==> config.mk <==
export PLATFORM = sky130hd
export DESIGN_NAME = supply_fault_mask_aggregation
export DESIGN_NICKNAME = d
export VERILOG_FILES = /design/src/supply_fault_pkg.sv /design/src/event_irq.sv /design/src/fault_merge.sv /design/src/supply_fault_mask_aggregation.sv
export SDC_FILE = /design/constraint.sdc
export NUM_CORES = 1
export LEC_CHECK = 0
export BUFFER_PORTS_ARGS = -buffer_cell sky130_fd_sc_hd__buf_2
export CAP_MARGIN = 0
export CORE_UTILIZATION = 56
export CTS_BUF_LIST = sky130_fd_sc_hd__clkbuf_16
export DETAILED_ROUTE_END_ITERATION = 16
export PLACE_DENSITY = 0.89
export SLEW_MARGIN = 20
export SYNTH_ARGS = -nofsm -noshare
export SYNTH_HDL_FRONTEND = slang
export SYNTH_HIERARCHICAL = 1
export SYNTH_SLANG_ARGS = --single-unit
==> constraint.sdc <==
create_clock -name pclk -period 3.8 [get_ports pclk]
set_clock_uncertainty 0.05 [all_clocks]
set_input_delay 0.19 -clock pclk [delete_from_list [all_inputs] [get_ports pclk]]
set_output_delay 0.19 -clock pclk [all_outputs]
set_load 0.05 [all_outputs]
==> src/supply_fault_pkg.sv <==
// Package with register map, field positions and widths for the supply-fault mask block
package supply_fault_pkg;

    // ========================================================================
    // Sizes
    localparam int unsigned FLAG_COUNT = 16;
    localparam int unsigned ADDR_W = 12;
    localparam int unsigned DATA_W = 32;

    // ========================================================================
    // Register indices; byte address is four times the index
    localparam logic [7:0] SUPPLY_FAULT_MASKING_IDX = 8'h47;
    localparam logic [7:0] FLAG_STATUS_IDX = 8'h60;
    localparam logic [7:0] EVENT_STATUS_IDX = 8'h61;
    localparam logic [7:0] EVENT_IRQ_MASK_IDX = 8'h62;

    localparam logic [ADDR_W-1:0] SUPPLY_FAULT_MASKING_ADDR = {2'h0, SUPPLY_FAULT_MASKING_IDX, 2'h0};
    localparam logic [ADDR_W-1:0] FLAG_STATUS_ADDR = {2'h0, FLAG_STATUS_IDX, 2'h0};
    localparam logic [ADDR_W-1:0] EVENT_STATUS_ADDR = {2'h0, EVENT_STATUS_IDX, 2'h0};
    localparam logic [ADDR_W-1:0] EVENT_IRQ_MASK_ADDR = {2'h0, EVENT_IRQ_MASK_IDX, 2'h0};

    // ========================================================================
    // Reset values
    localparam logic [FLAG_COUNT-1:0] SUPPLY_FAULT_MASKING_RESET = 16'h0000;
    localparam logic [FLAG_COUNT-1:0] EVENT_IRQ_MASK_RESET = 16'h0000;
    localparam logic [DATA_W-1:0] READ_ZERO = 32'h0000_0000;

    // ========================================================================
    // Bit positions of the masking register (same layout for flags and events)
    localparam int unsigned ANALOG_SUPPLY_OVERVOLTAGE_BLOCK = 15;
    localparam int unsigned ANALOG_SUPPLY_UNDERVOLTAGE_BLOCK = 14;
    localparam int unsigned IO_SUPPLY_OVERVOLTAGE_BLOCK = 13;
    localparam int unsigned IO_SUPPLY_UNDERVOLTAGE_BLOCK = 12;
    localparam int unsigned DIGITAL_SUPPLY_OVERVOLTAGE_BLOCK = 11;
    localparam int unsigned DIGITAL_SUPPLY_UNDERVOLTAGE_BLOCK = 10;
    localparam int unsigned ANALOG_SUPPLY_OSCILLATION_BLOCK = 9;
    localparam int unsigned IO_SUPPLY_OSCILLATION_BLOCK = 8;
    localparam int unsigned DIGITAL_SUPPLY_OSCILLATION_BLOCK = 7;
    localparam int unsigned ANALOG_REGULATOR_OVERTEMP_BLOCK = 6;
    localparam int unsigned IO_REGULATOR_OVERTEMP_BLOCK = 5;
    localparam int unsigned ANALOG_REGULATOR_CURRENT_LIMIT_BLOCK = 4;
    localparam int unsigned IO_REGULATOR_CURRENT_LIMIT_BLOCK = 3;
    localparam int unsigned ANALOG_GROUND_ONE_DISCONNECT_BLOCK = 2;
    localparam int unsigned ANALOG_GROUND_TWO_DISCONNECT_BLOCK = 1;
    localparam int unsigned DIGITAL_GROUND_DISCONNECT_BLOCK = 0;

    // Summary bit position inside the flag status register
    localparam int unsigned SUMMARY_BIT = 16;

endpackage
==> src/event_irq.sv <==
// Sticky event status with write-one-to-clear, event mask and interrupt level
`timescale 1ns/10ps
`default_nettype none

module event_irq #(
    parameter int unsigned N = 16,
    parameter logic [N-1:0] MASK_RESET = '0
) (
    input wire logic clk,
    input wire logic rst_n,
    input wire logic [N-1:0] set,
    input wire logic clr_we,
    input wire logic [N-1:0] clr_data,
    input wire logic mask_we,
    input wire logic [N-1:0] mask_data,
    output logic [N-1:0] status_q,
    output logic [N-1:0] mask_q,
    output logic irq_q
);

    logic [N-1:0] status_d;

    // ========================================================================
    // Set wins over a clear in the same cycle
    genvar i;
    generate
        for (i = 0; i < N; i++)
        begin : g_bit
            assign status_d[i] = set[i] | (status_q[i] & ~(clr_we & clr_data[i]));
        end
    endgenerate

    // Status, mask and interrupt flops
    always_ff @(posedge clk or negedge rst_n)
    begin
        if (!rst_n)
        begin
            status_q <= '0;
            mask_q <= MASK_RESET;
            irq_q <= 1'b0;
        end
        else
        begin
            status_q <= status_d;
            mask_q <= mask_we ? mask_data : mask_q;
            irq_q <= |(status_q & ~mask_q);
        end
    end

endmodule
`default_nettype wire

==> src/fault_merge.sv <==
// Masked OR of the supply fault flags and rising-edge detection per flag
`timescale 1ns/10ps
`default_nettype none

module fault_merge #(
    parameter int unsigned N = 16
) (
    input wire logic clk,
    input wire logic rst_n,
    input wire logic [N-1:0] flags,
    input wire logic [N-1:0] block,
    output logic summary_q,
    output logic [N-1:0] rise
);

    logic [N-1:0] passed;
    logic [N-1:0] prev_q;

    // ========================================================================
    // Per-flag gating and edge detection
    genvar i;
    generate
        for (i = 0; i < N; i++)
        begin : g_bit
            assign passed[i] = flags[i] & ~block[i];
            assign rise[i] = flags[i] & ~prev_q[i];
        end
    endgenerate

    // Summary and previous flag levels
    always_ff @(posedge clk or negedge rst_n)
    begin
        if (!rst_n)
        begin
            summary_q <= 1'b0;
            prev_q <= '0;
        end
        else
        begin
            summary_q <= |passed;
            prev_q <= flags;
        end
    end

endmodule
`default_nettype wire

==> src/supply_fault_mask_aggregation.sv <==
// Supply-fault masking register, summary bit and APB register slave
`timescale 1ns/10ps
`default_nettype none

// Summary of operation
// - 16-bit read/write masking register at index 47h, resets to all zeros.
// - Bit 15 set blocks analog supply overvoltage from the summary.
// - Bit 14 set blocks analog supply undervoltage from the summary.
// - Bit 13 set blocks I/O supply overvoltage from the summary.
// - Bit 12 set blocks I/O supply undervoltage from the summary.
// - Bit 11 set blocks digital supply overvoltage from the summary.
// - Bit 10 set blocks digital supply undervoltage from the summary.
// - Bit 9 set blocks analog supply oscillation from the summary.
// - Bit 8 set blocks I/O supply oscillation from the summary.
// - Bit 7 set blocks digital supply oscillation from the summary.
// - Bit 6 set blocks analog regulator overtemperature warning from the summary.
// - Bit 5 set blocks I/O regulator overtemperature warning from the summary.
// - Bit 4 set blocks analog regulator current limit from the summary.
// - Bit 3 set blocks I/O regulator current limit from the summary.
// - Bit 2 set blocks first analog ground disconnect from the summary.
// - Bit 1 set blocks second analog ground disconnect from the summary.
// - Bit 0 set blocks digital ground disconnect from the summary.
module supply_fault_mask_aggregation (
    input wire logic pclk,
    input wire logic presetn,
    input wire logic psel,
    input wire logic penable,
    input wire logic pwrite,
    input wire logic [supply_fault_pkg::ADDR_W-1:0] paddr,
    input wire logic [supply_fault_pkg::DATA_W-1:0] pwdata,
    output logic [supply_fault_pkg::DATA_W-1:0] prdata,
    output logic pready,
    output logic pslverr,
    input wire logic analog_supply_overvoltage_flag,
    input wire logic analog_supply_undervoltage_flag,
    input wire logic io_supply_overvoltage_flag,
    input wire logic io_supply_undervoltage_flag,
    input wire logic digital_supply_overvoltage_flag,
    input wire logic digital_supply_undervoltage_flag,
    input wire logic analog_supply_oscillation_flag,
    input wire logic io_supply_oscillation_flag,
    input wire logic digital_supply_oscillation_flag,
    input wire logic analog_regulator_overtemp_flag,
    input wire logic io_regulator_overtemp_flag,
    input wire logic analog_regulator_current_limit_flag,
    input wire logic io_regulator_current_limit_flag,
    input wire logic analog_ground_one_disconnect_flag,
    input wire logic analog_ground_two_disconnect_flag,
    input wire logic digital_ground_disconnect_flag,
    output logic supply_fault_summary,
    output logic irq
);

    import supply_fault_pkg::*;

    logic [FLAG_COUNT-1:0] src_flags;
    logic [FLAG_COUNT-1:0] mask_q;
    logic [FLAG_COUNT-1:0] flag_rise;
    logic [FLAG_COUNT-1:0] event_status;
    logic [FLAG_COUNT-1:0] irq_mask;
    logic summary_q;
    logic irq_q;
    logic pready_q;
    logic pslverr_q;
    logic [DATA_W-1:0] prdata_q;
    logic first_access;
    logic done;
    logic wr_done;
    logic hit_mask;
    logic hit_flags;
    logic hit_event;
    logic hit_irqm;
    logic mapped;
    logic wr_mask;
    logic wr_event;
    logic wr_irqm;
    logic [DATA_W-1:0] rdata;

    // ========================================================================
    // Source flags gathered into the masking register layout
    assign src_flags[ANALOG_SUPPLY_OVERVOLTAGE_BLOCK] = analog_supply_overvoltage_flag;
    assign src_flags[ANALOG_SUPPLY_UNDERVOLTAGE_BLOCK] = analog_supply_undervoltage_flag;
    assign src_flags[IO_SUPPLY_OVERVOLTAGE_BLOCK] = io_supply_overvoltage_flag;
    assign src_flags[IO_SUPPLY_UNDERVOLTAGE_BLOCK] = io_supply_undervoltage_flag;
    assign src_flags[DIGITAL_SUPPLY_OVERVOLTAGE_BLOCK] = digital_supply_overvoltage_flag;
    assign src_flags[DIGITAL_SUPPLY_UNDERVOLTAGE_BLOCK] = digital_supply_undervoltage_flag;
    assign src_flags[ANALOG_SUPPLY_OSCILLATION_BLOCK] = analog_supply_oscillation_flag;
    assign src_flags[IO_SUPPLY_OSCILLATION_BLOCK] = io_supply_oscillation_flag;
    assign src_flags[DIGITAL_SUPPLY_OSCILLATION_BLOCK] = digital_supply_oscillation_flag;
    assign src_flags[ANALOG_REGULATOR_OVERTEMP_BLOCK] = analog_regulator_overtemp_flag;
    assign src_flags[IO_REGULATOR_OVERTEMP_BLOCK] = io_regulator_overtemp_flag;
    assign src_flags[ANALOG_REGULATOR_CURRENT_LIMIT_BLOCK] =
        analog_regulator_current_limit_flag;
    assign src_flags[IO_REGULATOR_CURRENT_LIMIT_BLOCK] = io_regulator_current_limit_flag;
    assign src_flags[ANALOG_GROUND_ONE_DISCONNECT_BLOCK] =
        analog_ground_one_disconnect_flag;
    assign src_flags[ANALOG_GROUND_TWO_DISCONNECT_BLOCK] =
        analog_ground_two_disconnect_flag;
    assign src_flags[DIGITAL_GROUND_DISCONNECT_BLOCK] = digital_ground_disconnect_flag;

    // ========================================================================
    // APB phase tracking; one wait state so read data comes from a flop
    assign first_access = psel & penable & ~pready_q;
    assign done = psel & penable & pready_q;
    assign wr_done = done & pwrite;

    // Address decode, full word compare so misaligned addresses are unmapped
    assign hit_mask = (paddr == SUPPLY_FAULT_MASKING_ADDR);
    assign hit_flags = (paddr == FLAG_STATUS_ADDR);
    assign hit_event = (paddr == EVENT_STATUS_ADDR);
    assign hit_irqm = (paddr == EVENT_IRQ_MASK_ADDR);
    assign mapped = hit_mask | hit_flags | hit_event | hit_irqm;

    // Write strobes, effective only at the completing edge
    assign wr_mask = wr_done & hit_mask;
    assign wr_event = wr_done & hit_event;
    assign wr_irqm = wr_done & hit_irqm;

    // Read data select; upper bits read as zero, except the summary at bit 16 of flag status
    assign rdata = hit_mask ? {16'h0000, mask_q} :
                   hit_flags ? {15'h0000, summary_q, src_flags} :
                   hit_event ? {16'h0000, event_status} :
                   hit_irqm ? {16'h0000, irq_mask} :
                   READ_ZERO;

    // ========================================================================
    // APB answer flops
    always_ff @(posedge pclk or negedge presetn)
    begin
        if (!presetn)
        begin
            pready_q <= 1'b0;
            pslverr_q <= 1'b0;
            prdata_q <= READ_ZERO;
        end
        else
        begin
            pready_q <= first_access;
            if (first_access)
            begin
                pslverr_q <= ~mapped;
                prdata_q <= pwrite ? READ_ZERO : rdata;
            end
        end
    end

    // Supply-fault masking register
    always_ff @(posedge pclk or negedge presetn)
    begin
        if (!presetn)
        begin
            mask_q <= SUPPLY_FAULT_MASKING_RESET;
        end
        else if (wr_mask)
        begin
            mask_q <= pwdata[FLAG_COUNT-1:0];
        end
    end

    // ========================================================================
    // Masked summary and per-flag rising edges
    fault_merge #(
        .N(FLAG_COUNT)
    ) u_merge (
        .clk(pclk),
        .rst_n(presetn),
        .flags(src_flags),
        .block(mask_q),
        .summary_q(summary_q),
        .rise(flag_rise)
    );

    // Sticky flag events and the interrupt line; raw flags, not the mask, feed it
    event_irq #(
        .N(FLAG_COUNT),
        .MASK_RESET(EVENT_IRQ_MASK_RESET)
    ) u_irq (
        .clk(pclk),
        .rst_n(presetn),
        .set(flag_rise),
        .clr_we(wr_event),
        .clr_data(pwdata[FLAG_COUNT-1:0]),
        .mask_we(wr_irqm),
        .mask_data(pwdata[FLAG_COUNT-1:0]),
        .status_q(event_status),
        .mask_q(irq_mask),
        .irq_q(irq_q)
    );

    // Outputs straight from flops
    assign prdata = prdata_q;
    assign pready = pready_q;
    assign pslverr = pslverr_q;
    assign supply_fault_summary = summary_q;
    assign irq = irq_q;

    // A masked flag alone never reaches the summary, checked per bit
    genvar k;
    generate
        for (k = 0; k < FLAG_COUNT; k++)
        begin : g_chk

        end
    endgenerate
endmodule
`default_nettype wire

==> results.json, run 1 <==
{
  "status": "finished clean",
  "initial_core_util_pct": 58.4,
  "die_x_um": 86.7,
  "maxCapViolations": 0,
  "vdd_drop_max_v": 0.000267,
  "rsz0062_at_grt": "false",
  "r2r_slack_ns": 1.60,
  "core-area_um2": 6870,
  "die_h_um": 86.7,
  "max_freq_mhz": 442,
  "hold_class": "primary input to register",
  "p_leak_nw": 2.28,
  "p_total_mw": 2.06,
  "grt_antenna_before_repair": 0,
  "route.top_layer_used": "met4",
  "grt_pass1_wl_um": 15700,
  "grt_pass1_vias": 3082,
  "grtUsageTotal_pct": 28.5,
  "hold_viol": 0,
  "yosys_warnings": 6,
  "ios": 101,
  "end_kind": "register",
  "worstPathMaxFanout": 11,
  "cts_tree": "done",
  "slew_headroom_pct": 46.1,
  "grt_overflow_total": 0,
  "vias_per_cell": 5.80,
  "cellPowerDensity_nw_per_um2": 422,
  "cts_root_buffer": "clkbuf_16",
  "placement_rows": 30,
  "crit_required_ns": 3.96,
  "ys_ff_latch": 85,
  "antenna_left": 0,
  "cts-buffers-inserted": 9,
  "tightest_slew_ns": 0.809,
  "cts_resized": 0,
  "routedWlPerCell_um": 18.8,
  "fin_nets": 497,
  "drtPass1Iterations": 5,
  "clk_pin_slew_worst_paths_ns": 0.06,
  "netlist_instances": 346,
  "wl_met3_um": 701,
  "insertion_delay_ns": 0.34,
  "area_growth_syn_to_layout_pct": 21.6,
  "diodes": 0,
  "dp_hpwl_um": 6080,
  "ys_seq_area_share_pct": 53.0,
  "worst_setup_path_start_kind": "primary input",
  "die_area_um2": 7510,
  "routedLengthMet1_um": 4200,
  "arrival_ns": 2.43,
  "synth_area_um2": 4010,
  "setup_viol": 0,
  "period_share_pct": 59.5,
  "clockBufferDepth": 2,
  "synth.avg_cell_area_um2": 11.6,
  "drive_gt1_share_pct": 29.8,
  "clock-sinks": 85,
  "htree_num_levels": 3,
  "gp_congestion": 0.829,
  "via_count": 3088,
  "grt_max_degree": 86,
  "setup_tns_ns": 0,
  "wirelength_um": 9980,
  "portBuffers": 69,
  "hold_ws_ns": 0.0465,
  "yosysUniqueCellTypes": 36,
  "drtIter0Drc": 306,
  "fin_crit_ns": 2.26,
  "crit_type": "primary input to register",
  "drv_slew": 0,
  "final_util_pct": 71.0,
  "wl_met2_um": 4890,
  "drc": 0
}
where the power goes:
part	total (mW)	internal (mW)	switching, mW
sequential	0.917	0.914	0.00283
clock	0.982	0.633	0.349
combinational	0.159	0.0552	0.104
cell families (layout without fill, tap and decap cells):
kind of cell / count (synthesis) / after routing / synth area share [%]
other: 1 / 15 / 0.0935
and+or+nand+nor: 114 / 114 / 16.1
muxes: 44 / 44 / 12.5
DFF: 85 / 85 / 53.0
AOI/OAI and AO/OA: 63 / 63 / 12.7
buffers and inverters: 39 / 115 / 5.64
per-layer routing:
| layer | GRT usage [%] | vias to the layer above |
|---|---|---|
| met5 | 0 | - |
| met4 | 11.2 | 0 |
| met3 | 6.57 | 24 |
| met2 | 47.3 | 162 |
| met1 | 36.4 | 1539 |
| li1 | - | 1363 |
critical path, cell delays in order:
cell    delay, ns
buf_2        0.10
or4b_4       0.55
nor4_4       0.36
and3_1       0.58
buf_4        0.30
mux2_1       0.35
what timing repair did:
action,in CTS,in global routing
setup buffers,0,0
endpoints found under the hold margin,16,85
hold buffers,16,1
flip-flops by register name, indices dropped and copies added, names as in the netlist:
name	cells
u_irq/status_q	16
pready	1
u_merge/summary_q	1
prdata	17
u_irq/irq_q	1
mask_q	16
pslverr	1
u_irq/mask_q	16
u_merge/prev_q	16
layout by cell type (no fill, tap or decap), drive strengths merged, types with 2 or more instances in the layout:
cell,instances
clkinv,3
nand2,40
buf,74
nor2,18
o21ai,5
conb,15
nor4,2
mux2,44
inv,9
nor3,3
a2111oi,8
dlygate4sd3,17
bufinv,3
a21o,16
o31ai,16
clkbuf,9
nor2b,40
nand4,4
a221oi,16
dfrtp,85
through the flow:
stage | instances | setup slack (ns) | cell area (um^2)
after floorplan | 360 | 1.80 | 4070
after global placement | 500 | 1.32 | 4380
after detailed placement | 500 | 1.22 | 4380
after CTS | 531 | 1.59 | 4870
after global routing | 532 | 1.49 | 4880
final | 532 | 1.54 | 4880
worst paths after layout:
check                      startpoint               end  cells past startpoint
max                          paddr[9]  u_irq/mask_q[12]                      6
min                         pwdata[7]   u_irq/mask_q[7]                      2
max reg2reg                    pready  u_irq/mask_q[12]                      5
min reg2reg                 prdata[2]         prdata[2]                      2
max in group asynchronous     presetn         mask_q[1]                      2
min in group asynchronous     presetn         mask_q[8]                      2
Yosys cell counts, drive strengths merged:
master	count	share of area (%)
o21a	1	0.19
nor2b	40	6.6
conb	1	0.093
nor2	18	1.7
o31ai	16	3.0
nand2	40	3.9
a2111oi	8	2.1
or3	1	0.16
clkbuf	5	0.47
buf	25	4.3
and3	1	0.16
a221oi	16	3.5
nand3b	1	0.19
and2	1	0.16
nand4	4	0.62
a21o	16	3.0
or4b	1	0.34
nor4	2	0.84
o21ai	5	0.62
dfrtp	85	53
nand2b	1	0.16
inv	9	0.84
nor3	3	0.94
mux2	44	13
or3b	1	0.28
o311ai	1	0.22
area by class of cell:
| class | count | area [um^2] |
|---|---|---|
| well taps | 96 | 120 |
| clock buffers | 9 | 225 |
| multi-input cells | 236 | 1710 |
| flip-flops and latches | 85 | 2130 |
| clock inverters | 6 | 103 |
| inverters | 9 | 33.8 |
| fillers | 473 | 1990 |
| repair buffers | 91 | 559 |
Power figures use the tool's default switching activity.
==> inputs of run 2 (changes only) <==
--- a/config.mk
+++ b/config.mk
@@ -7,10 +7,10 @@
 export LEC_CHECK = 0
 export BUFFER_PORTS_ARGS = -buffer_cell sky130_fd_sc_hd__buf_2
 export CAP_MARGIN = 0
-export CORE_UTILIZATION = 56
+export CORE_UTILIZATION = 48
 export CTS_BUF_LIST = sky130_fd_sc_hd__clkbuf_16
 export DETAILED_ROUTE_END_ITERATION = 16
-export PLACE_DENSITY = 0.89
+export PLACE_DENSITY = 0.82
 export SLEW_MARGIN = 20
 export SYNTH_ARGS = -nofsm -noshare
 export SYNTH_HDL_FRONTEND = slang
==> constraint.sdc (replaced) <==
create_clock -name pclk -period 2 [get_ports pclk]
set_clock_uncertainty 0.05 [all_clocks]
set_input_delay 0.1 -clock pclk [delete_from_list [all_inputs] [get_ports pclk]]
set_output_delay 0.1 -clock pclk [all_outputs]
set_load 0.05 [all_outputs]
==> run 2 against run 1 <==
Net effect:
- die area rose by 16%
- power up 71%
- first-iteration DRC count fell by 21%
- register-to-register slack got worse by 1.3 ns
- sequential power is 90% higher
- cell area grew 3.3%
- combinational power up 110%
- non-clock buffer count rose by 24
- core utilization is 7.1 points lower
- flip-flop and latch count is the same
- hold slack worse by 0.031 ns
==> results.json, run 2 (same netlist as run 1, synthesis figures left out) <==
{
  "end_kind": "register",
  "clk_pin_slew_worst_paths_ns": 0.06,
  "htree_num_levels": 3,
  "worstPathMaxFanout": 20,
  "portBuffers": 69,
  "place_area_um2": 4470,
  "maxCapViolations": 0,
  "layout_common_cells": "dfrtp_1 (85), buf_2 (68), nand2_1 (39), nor2b_1 (38), dlygate4sd3_1 (31)",
  "max_freq_mhz": 583,
  "insertion_delay_ns": 0.33,
  "max_stage_delay_ns": 0.55,
  "grt_max_degree": 38,
  "die_x_um": 93.4,
  "final_common_cell": "dfrtp_1",
  "via_count": 3144,
  "fin_area_um2": 5040,
  "die_h_um": 93.4,
  "cp_top_family": "simple AND/OR/NAND/NOR gates",
  "drv_slew": 0,
  "wirelength_um": 9850,
  "final_util_pct": 63.9,
  "cts-buffers-inserted": 9,
  "p_leak_nw": 2.36,
  "status": "finished clean",
  "rsz0062_at_grt": "false",
  "cp_num_buf_inv": 2,
  "drive_gt1_share_pct": 30.4,
  "gp_congestion": 0.798,
  "drtIter0Drc": 243,
  "area_growth_syn_to_layout_pct": 25.7,
  "slew_headroom_pct": 62.1,
  "core-area_um2": 7890,
  "clock-sinks": 85,
  "fin_nets": 521,
  "cp_cell_sequence": "buf_2 -> or4b_4 -> nor4_4 -> and3_1 -> buf_12 -> mux2_1",
  "dp_hpwl_um": 6590,
  "grt_pass1_wl_um": 15600,
  "diodes": 0,
  "setup_viol": 0,
  "grt_antenna_before_repair": 0,
  "hold_viol": 0,
  "crit_slowest_cell": "or4b_4",
  "largest_reg_flops": 17,
  "vias_per_cell": 5.58,
  "initial_core_util_pct": 50.9,
  "crit_required_ns": 2.16,
  "routedWlPerCell_um": 17.5,
  "hold_class": "primary input to register",
  "die_area_um2": 8730,
  "grtUsageTotal_pct": 24.1,
  "clockBufferDepth": 2,
  "drtPass1Iterations": 4,
  "tightest_slew_ns": 0.566,
  "period_share_pct": 85.7,
  "placement_rows": 32,
  "cts_tree": "done",
  "cellPowerDensity_nw_per_um2": 698,
  "ios": 101,
  "post-place-ws_ns": -0.0320,
  "grt_pass1_vias": 3186,
  "arrival_ns": 1.87,
  "worst_setup_path_start_kind": "primary input",
  "drc": 0,
  "vdd_drop_max_v": 0.000499,
  "setup_slack_ns": 0.286,
  "cts_root_buffer": "clkbuf_16",
  "fin_crit_ns": 1.71,
  "crit_type": "primary input to register",
  "grt_overflow_total": 0,
  "antenna_left": 0
}
[run 2: cell types whose count changed in the layout (fill, tap and decap cells not counted), moves of 2 or more]
cell           previous run  this run
bufinv_16                 3         0
buf_4                     5        15
clkinv_2                  1         3
dlygate4sd3_1            17        31
[run 2: final cells by class]
class | instances | area, um^2
fill | 596 | 2850
sequential | 85 | 2130
multi-input combinational | 236 | 1710
timing repair buffer | 115 | 783
clock buffer | 9 | 225
tap | 102 | 128
clock inverter | 7 | 33.8
inverter | 9 | 33.8
[run 2: per-layer routing]
layer  up-vias  routed length (um)  part of all wire [%]  track usage, %
met4         0                 241                   2.4            11.8
li1       1412                   -                     -               -
met1      1565                4210                    43            31.2
met5         -                   0                     0               0
met2       146                4650                    47            37.5
met3        21                 748                   7.6            6.50
[run 2: final timing paths]
check | from | end | slack (ns) | depth (start not counted)
setup / recovery | paddr[9] | u_irq/mask_q[8] | 0.29 | 6
hold / removal | pwdata[9] | u_irq/mask_q[9] | 0.02 | 2
setup reg to reg | pready | u_irq/mask_q[8] | 0.29 | 5
hold reg to reg | prdata[8] | prdata[8] | 0.43 | 2
max in group asynchronous | presetn | u_merge/prev_q[5] | 0.92 | 3
min in group asynchronous | presetn | u_irq/mask_q[7] | 0.24 | 2
[run 2: where the power goes]
| part | switching (mW) | leakage [nW] | internal, mW |
|---|---|---|---|
| registers | 0.00535 | 1.03 | 1.74 |
| clock network | 0.626 | 0.131 | 0.820 |
| logic | 0.201 | 1.20 | 0.127 |
| total | 0.833 | 2.36 | 2.68 |
[run 2: stage by stage]
stage	hold slack, ns	power, mW	instances	TNS (ns)
floorplan	-0.246	1.94	360	0
global placement	0.0393	2.05	516	0
detailed placement	0.0409	2.05	516	-0.279
CTS	0.000550	3.54	562	0
global route	0.00527	3.65	563	0
finish	0.0151	3.52	563	0
[run 2: timing repair]
action                                 CTS  global route
endpoints found under the hold margin   73             1
gates resized for setup                  0             0
setup buffers                            0             0
hold buffers                            30             1
==> inputs of run 3 (changes only) <==
--- a/config.mk
+++ b/config.mk
@@ -11,6 +11,7 @@
 export CTS_BUF_LIST = sky130_fd_sc_hd__clkbuf_16
 export DETAILED_ROUTE_END_ITERATION = 16
 export PLACE_DENSITY = 0.82
+export REMOVE_ABC_BUFFERS = 1
 export SLEW_MARGIN = 20
 export SYNTH_ARGS = -nofsm -noshare
 export SYNTH_HDL_FRONTEND = slang
==> run 3 against run 2 <==
Net effect:
- power grew 8.3%
- critical endpoint is now u_irq/mask_q[7]
- via count shrank 1.4%
- count of clock-buffer cells in the layout stayed put
==> results.json, run 3 (same netlist as run 1, synthesis figures left out) <==
{
  "setup_viol": 0,
  "final_util_pct": 65.0,
  "drtPass1Iterations": 4,
  "p_seq_share_pct": 45.7,
  "n_fill_cell": 594,
  "grt_overflow_total": 0,
  "period_share_pct": 89.8,
  "grt_max_degree": 50,
  "crit_required_ns": 2.16,
  "cts-buffers-inserted": 9,
  "area_growth_syn_to_layout_pct": 27.7,
  "rsz0062_at_grt": "false",
  "hold_class": "primary input to register",
  "grt_pass1_wl_um": 15900,
  "post_cts.repair.setup_buffers": 0,
  "diodes": 0,
  "slew_headroom_pct": 58.3,
  "drc": 0,
  "cellPowerDensity_nw_per_um2": 744,
  "largest_reg_flops": 17,
  "worstPathMaxFanout": 20,
  "status": "finished clean",
  "cts_resized": 0,
  "routedWlPerCell_um": 17.1,
  "grtUsageTotal_pct": 24.4,
  "fin_nets": 522,
  "grt_pass1_vias": 3176,
  "final_common_cell": "dfrtp_1",
  "vdd_drop_max_v": 0.000530,
  "max_freq_mhz": 557,
  "crit_type": "register to register",
  "antenna_left": 0,
  "instances_no_fill": 564,
  "die_area_um2": 8730,
  "tightest_slew_ns": 0.626,
  "cts_root_buffer": "clkbuf_16",
  "clkPwrFrac_pct": 45.6,
  "worst_setup_path_start_kind": "register",
  "drv_slew": 0,
  "ios": 101,
  "dpl.cell_count": 515,
  "clockBufferDepth": 2,
  "grt_antenna_before_repair": 0,
  "drtIter0Drc": 168,
  "fin_crit_ns": 1.80,
  "wirelength_um": 9660,
  "power.internal_mw": 2.95,
  "via_count": 3099,
  "vias_per_cell": 5.49,
  "initial_core_util_pct": 50.9,
  "insertion_delay_ns": 0.33,
  "die_x_um": 93.4,
  "drive_gt1_share_pct": 30.5,
  "portBuffers": 69,
  "dp_hpwl_um": 6400,
  "maxCapViolations": 0,
  "p_switching_mw": 0.857,
  "switching_share_pct": 22.5,
  "hold_viol": 0,
  "htree_num_levels": 3,
  "end_kind": "register",
  "clk_pin_slew_worst_paths_ns": 0.06,
  "placement_rows": 32,
  "die_h_um": 93.4,
  "p_comb_share_pct": 8.7,
  "layout_common_cells": "dfrtp_1 (85), buf_2 (68), nand2_1 (39), nor2b_1 (38), dlygate4sd3_1 (33)",
  "p_leak_nw": 2.38,
  "gp_congestion": 0.804,
  "clock-sinks": 85,
  "core-area_um2": 7890,
  "arrival_ns": 1.95,
  "setup_tns_ns": 0,
  "cts_tree": "done"
}
[run 3: changes by cell type in the layout (fill, tap and decap cells not counted)]
cell,before,now
buf_12,1,2
inv_1,10,9
bufinv_16,0,2
dlygate4sd3_1,31,33
clkinv_1,2,1
buf_4,15,13
clkinv_2,3,2
clkinv_4,0,1
[run 3: final timing paths]
check | startpoint | endpoint | slack, ns | depth (start not counted)
min reg2reg | pslverr | pslverr | 0.43 | 1
max | pready | u_irq/mask_q[7] | 0.20 | 5
max in group asynchronous | presetn | prdata[2] | 0.95 | 3
min | pwrite | prdata[16] | 0.07 | 4
max reg2reg | pready | u_irq/mask_q[7] | 0.20 | 5
min in group asynchronous | presetn | pready | 0.27 | 2
[run 3: worst max-delay path, cell delays in order (launching register included)]
cell,delay (ns)
dfrtp_1,0.36
nand4_1,0.16
nor4_4,0.27
and3_1,0.29
buf_12,0.18
mux2_1,0.34
[run 3: final cells by class]
cell class                      instances  area [um^2]  area share (%)
Clock inverter                          7         90.1            1.76
Sequential cell                        85         2130            41.5
Multi-Input combinational cell        236         1710            33.4
Timing Repair Buffer                  116          808            15.8
Tap cell                              102          128            2.49
Inverter                                9         33.8           0.659
Clock buffer                            9          225            4.40
[run 3: layer usage]
metal,track usage (%),wire [um]
met5,0,0
met4,9.36,94
met3,3.41,627
met2,41.1,4790
met1,31.9,4150
[run 3: power groups by stage]
stage	registers, mW	clock network, mW	logic [mW]
floorplan	1.78	0	0.132
global placement	1.77	0	0.277
detailed placement	1.77	0	0.283
CTS	1.74	1.77	0.333
global route	1.74	1.83	0.361
finish	1.74	1.74	0.332
[run 3: metrics by stage]
stage	hold WS, ns	total power [mW]	instance area (um^2)	setup WS, ns
finish	0.0738	3.81	5120	0.203
detailed placement	0.116	2.06	4480	-0.0632
global route	0.0989	3.93	5120	0.125
CTS	0.0662	3.84	5120	0.204
floorplan	-0.246	1.91	3870	-0.266
global placement	0.108	2.05	4480	0.00703
[run 3: what timing repair did]
| action | in CTS | in global routing |
|---|---|---|
| hold buffers | 33 | 0 |
| hold endpoints to repair | 91 | 0 |
| endpoints found under the setup margin | 0 | 0 |
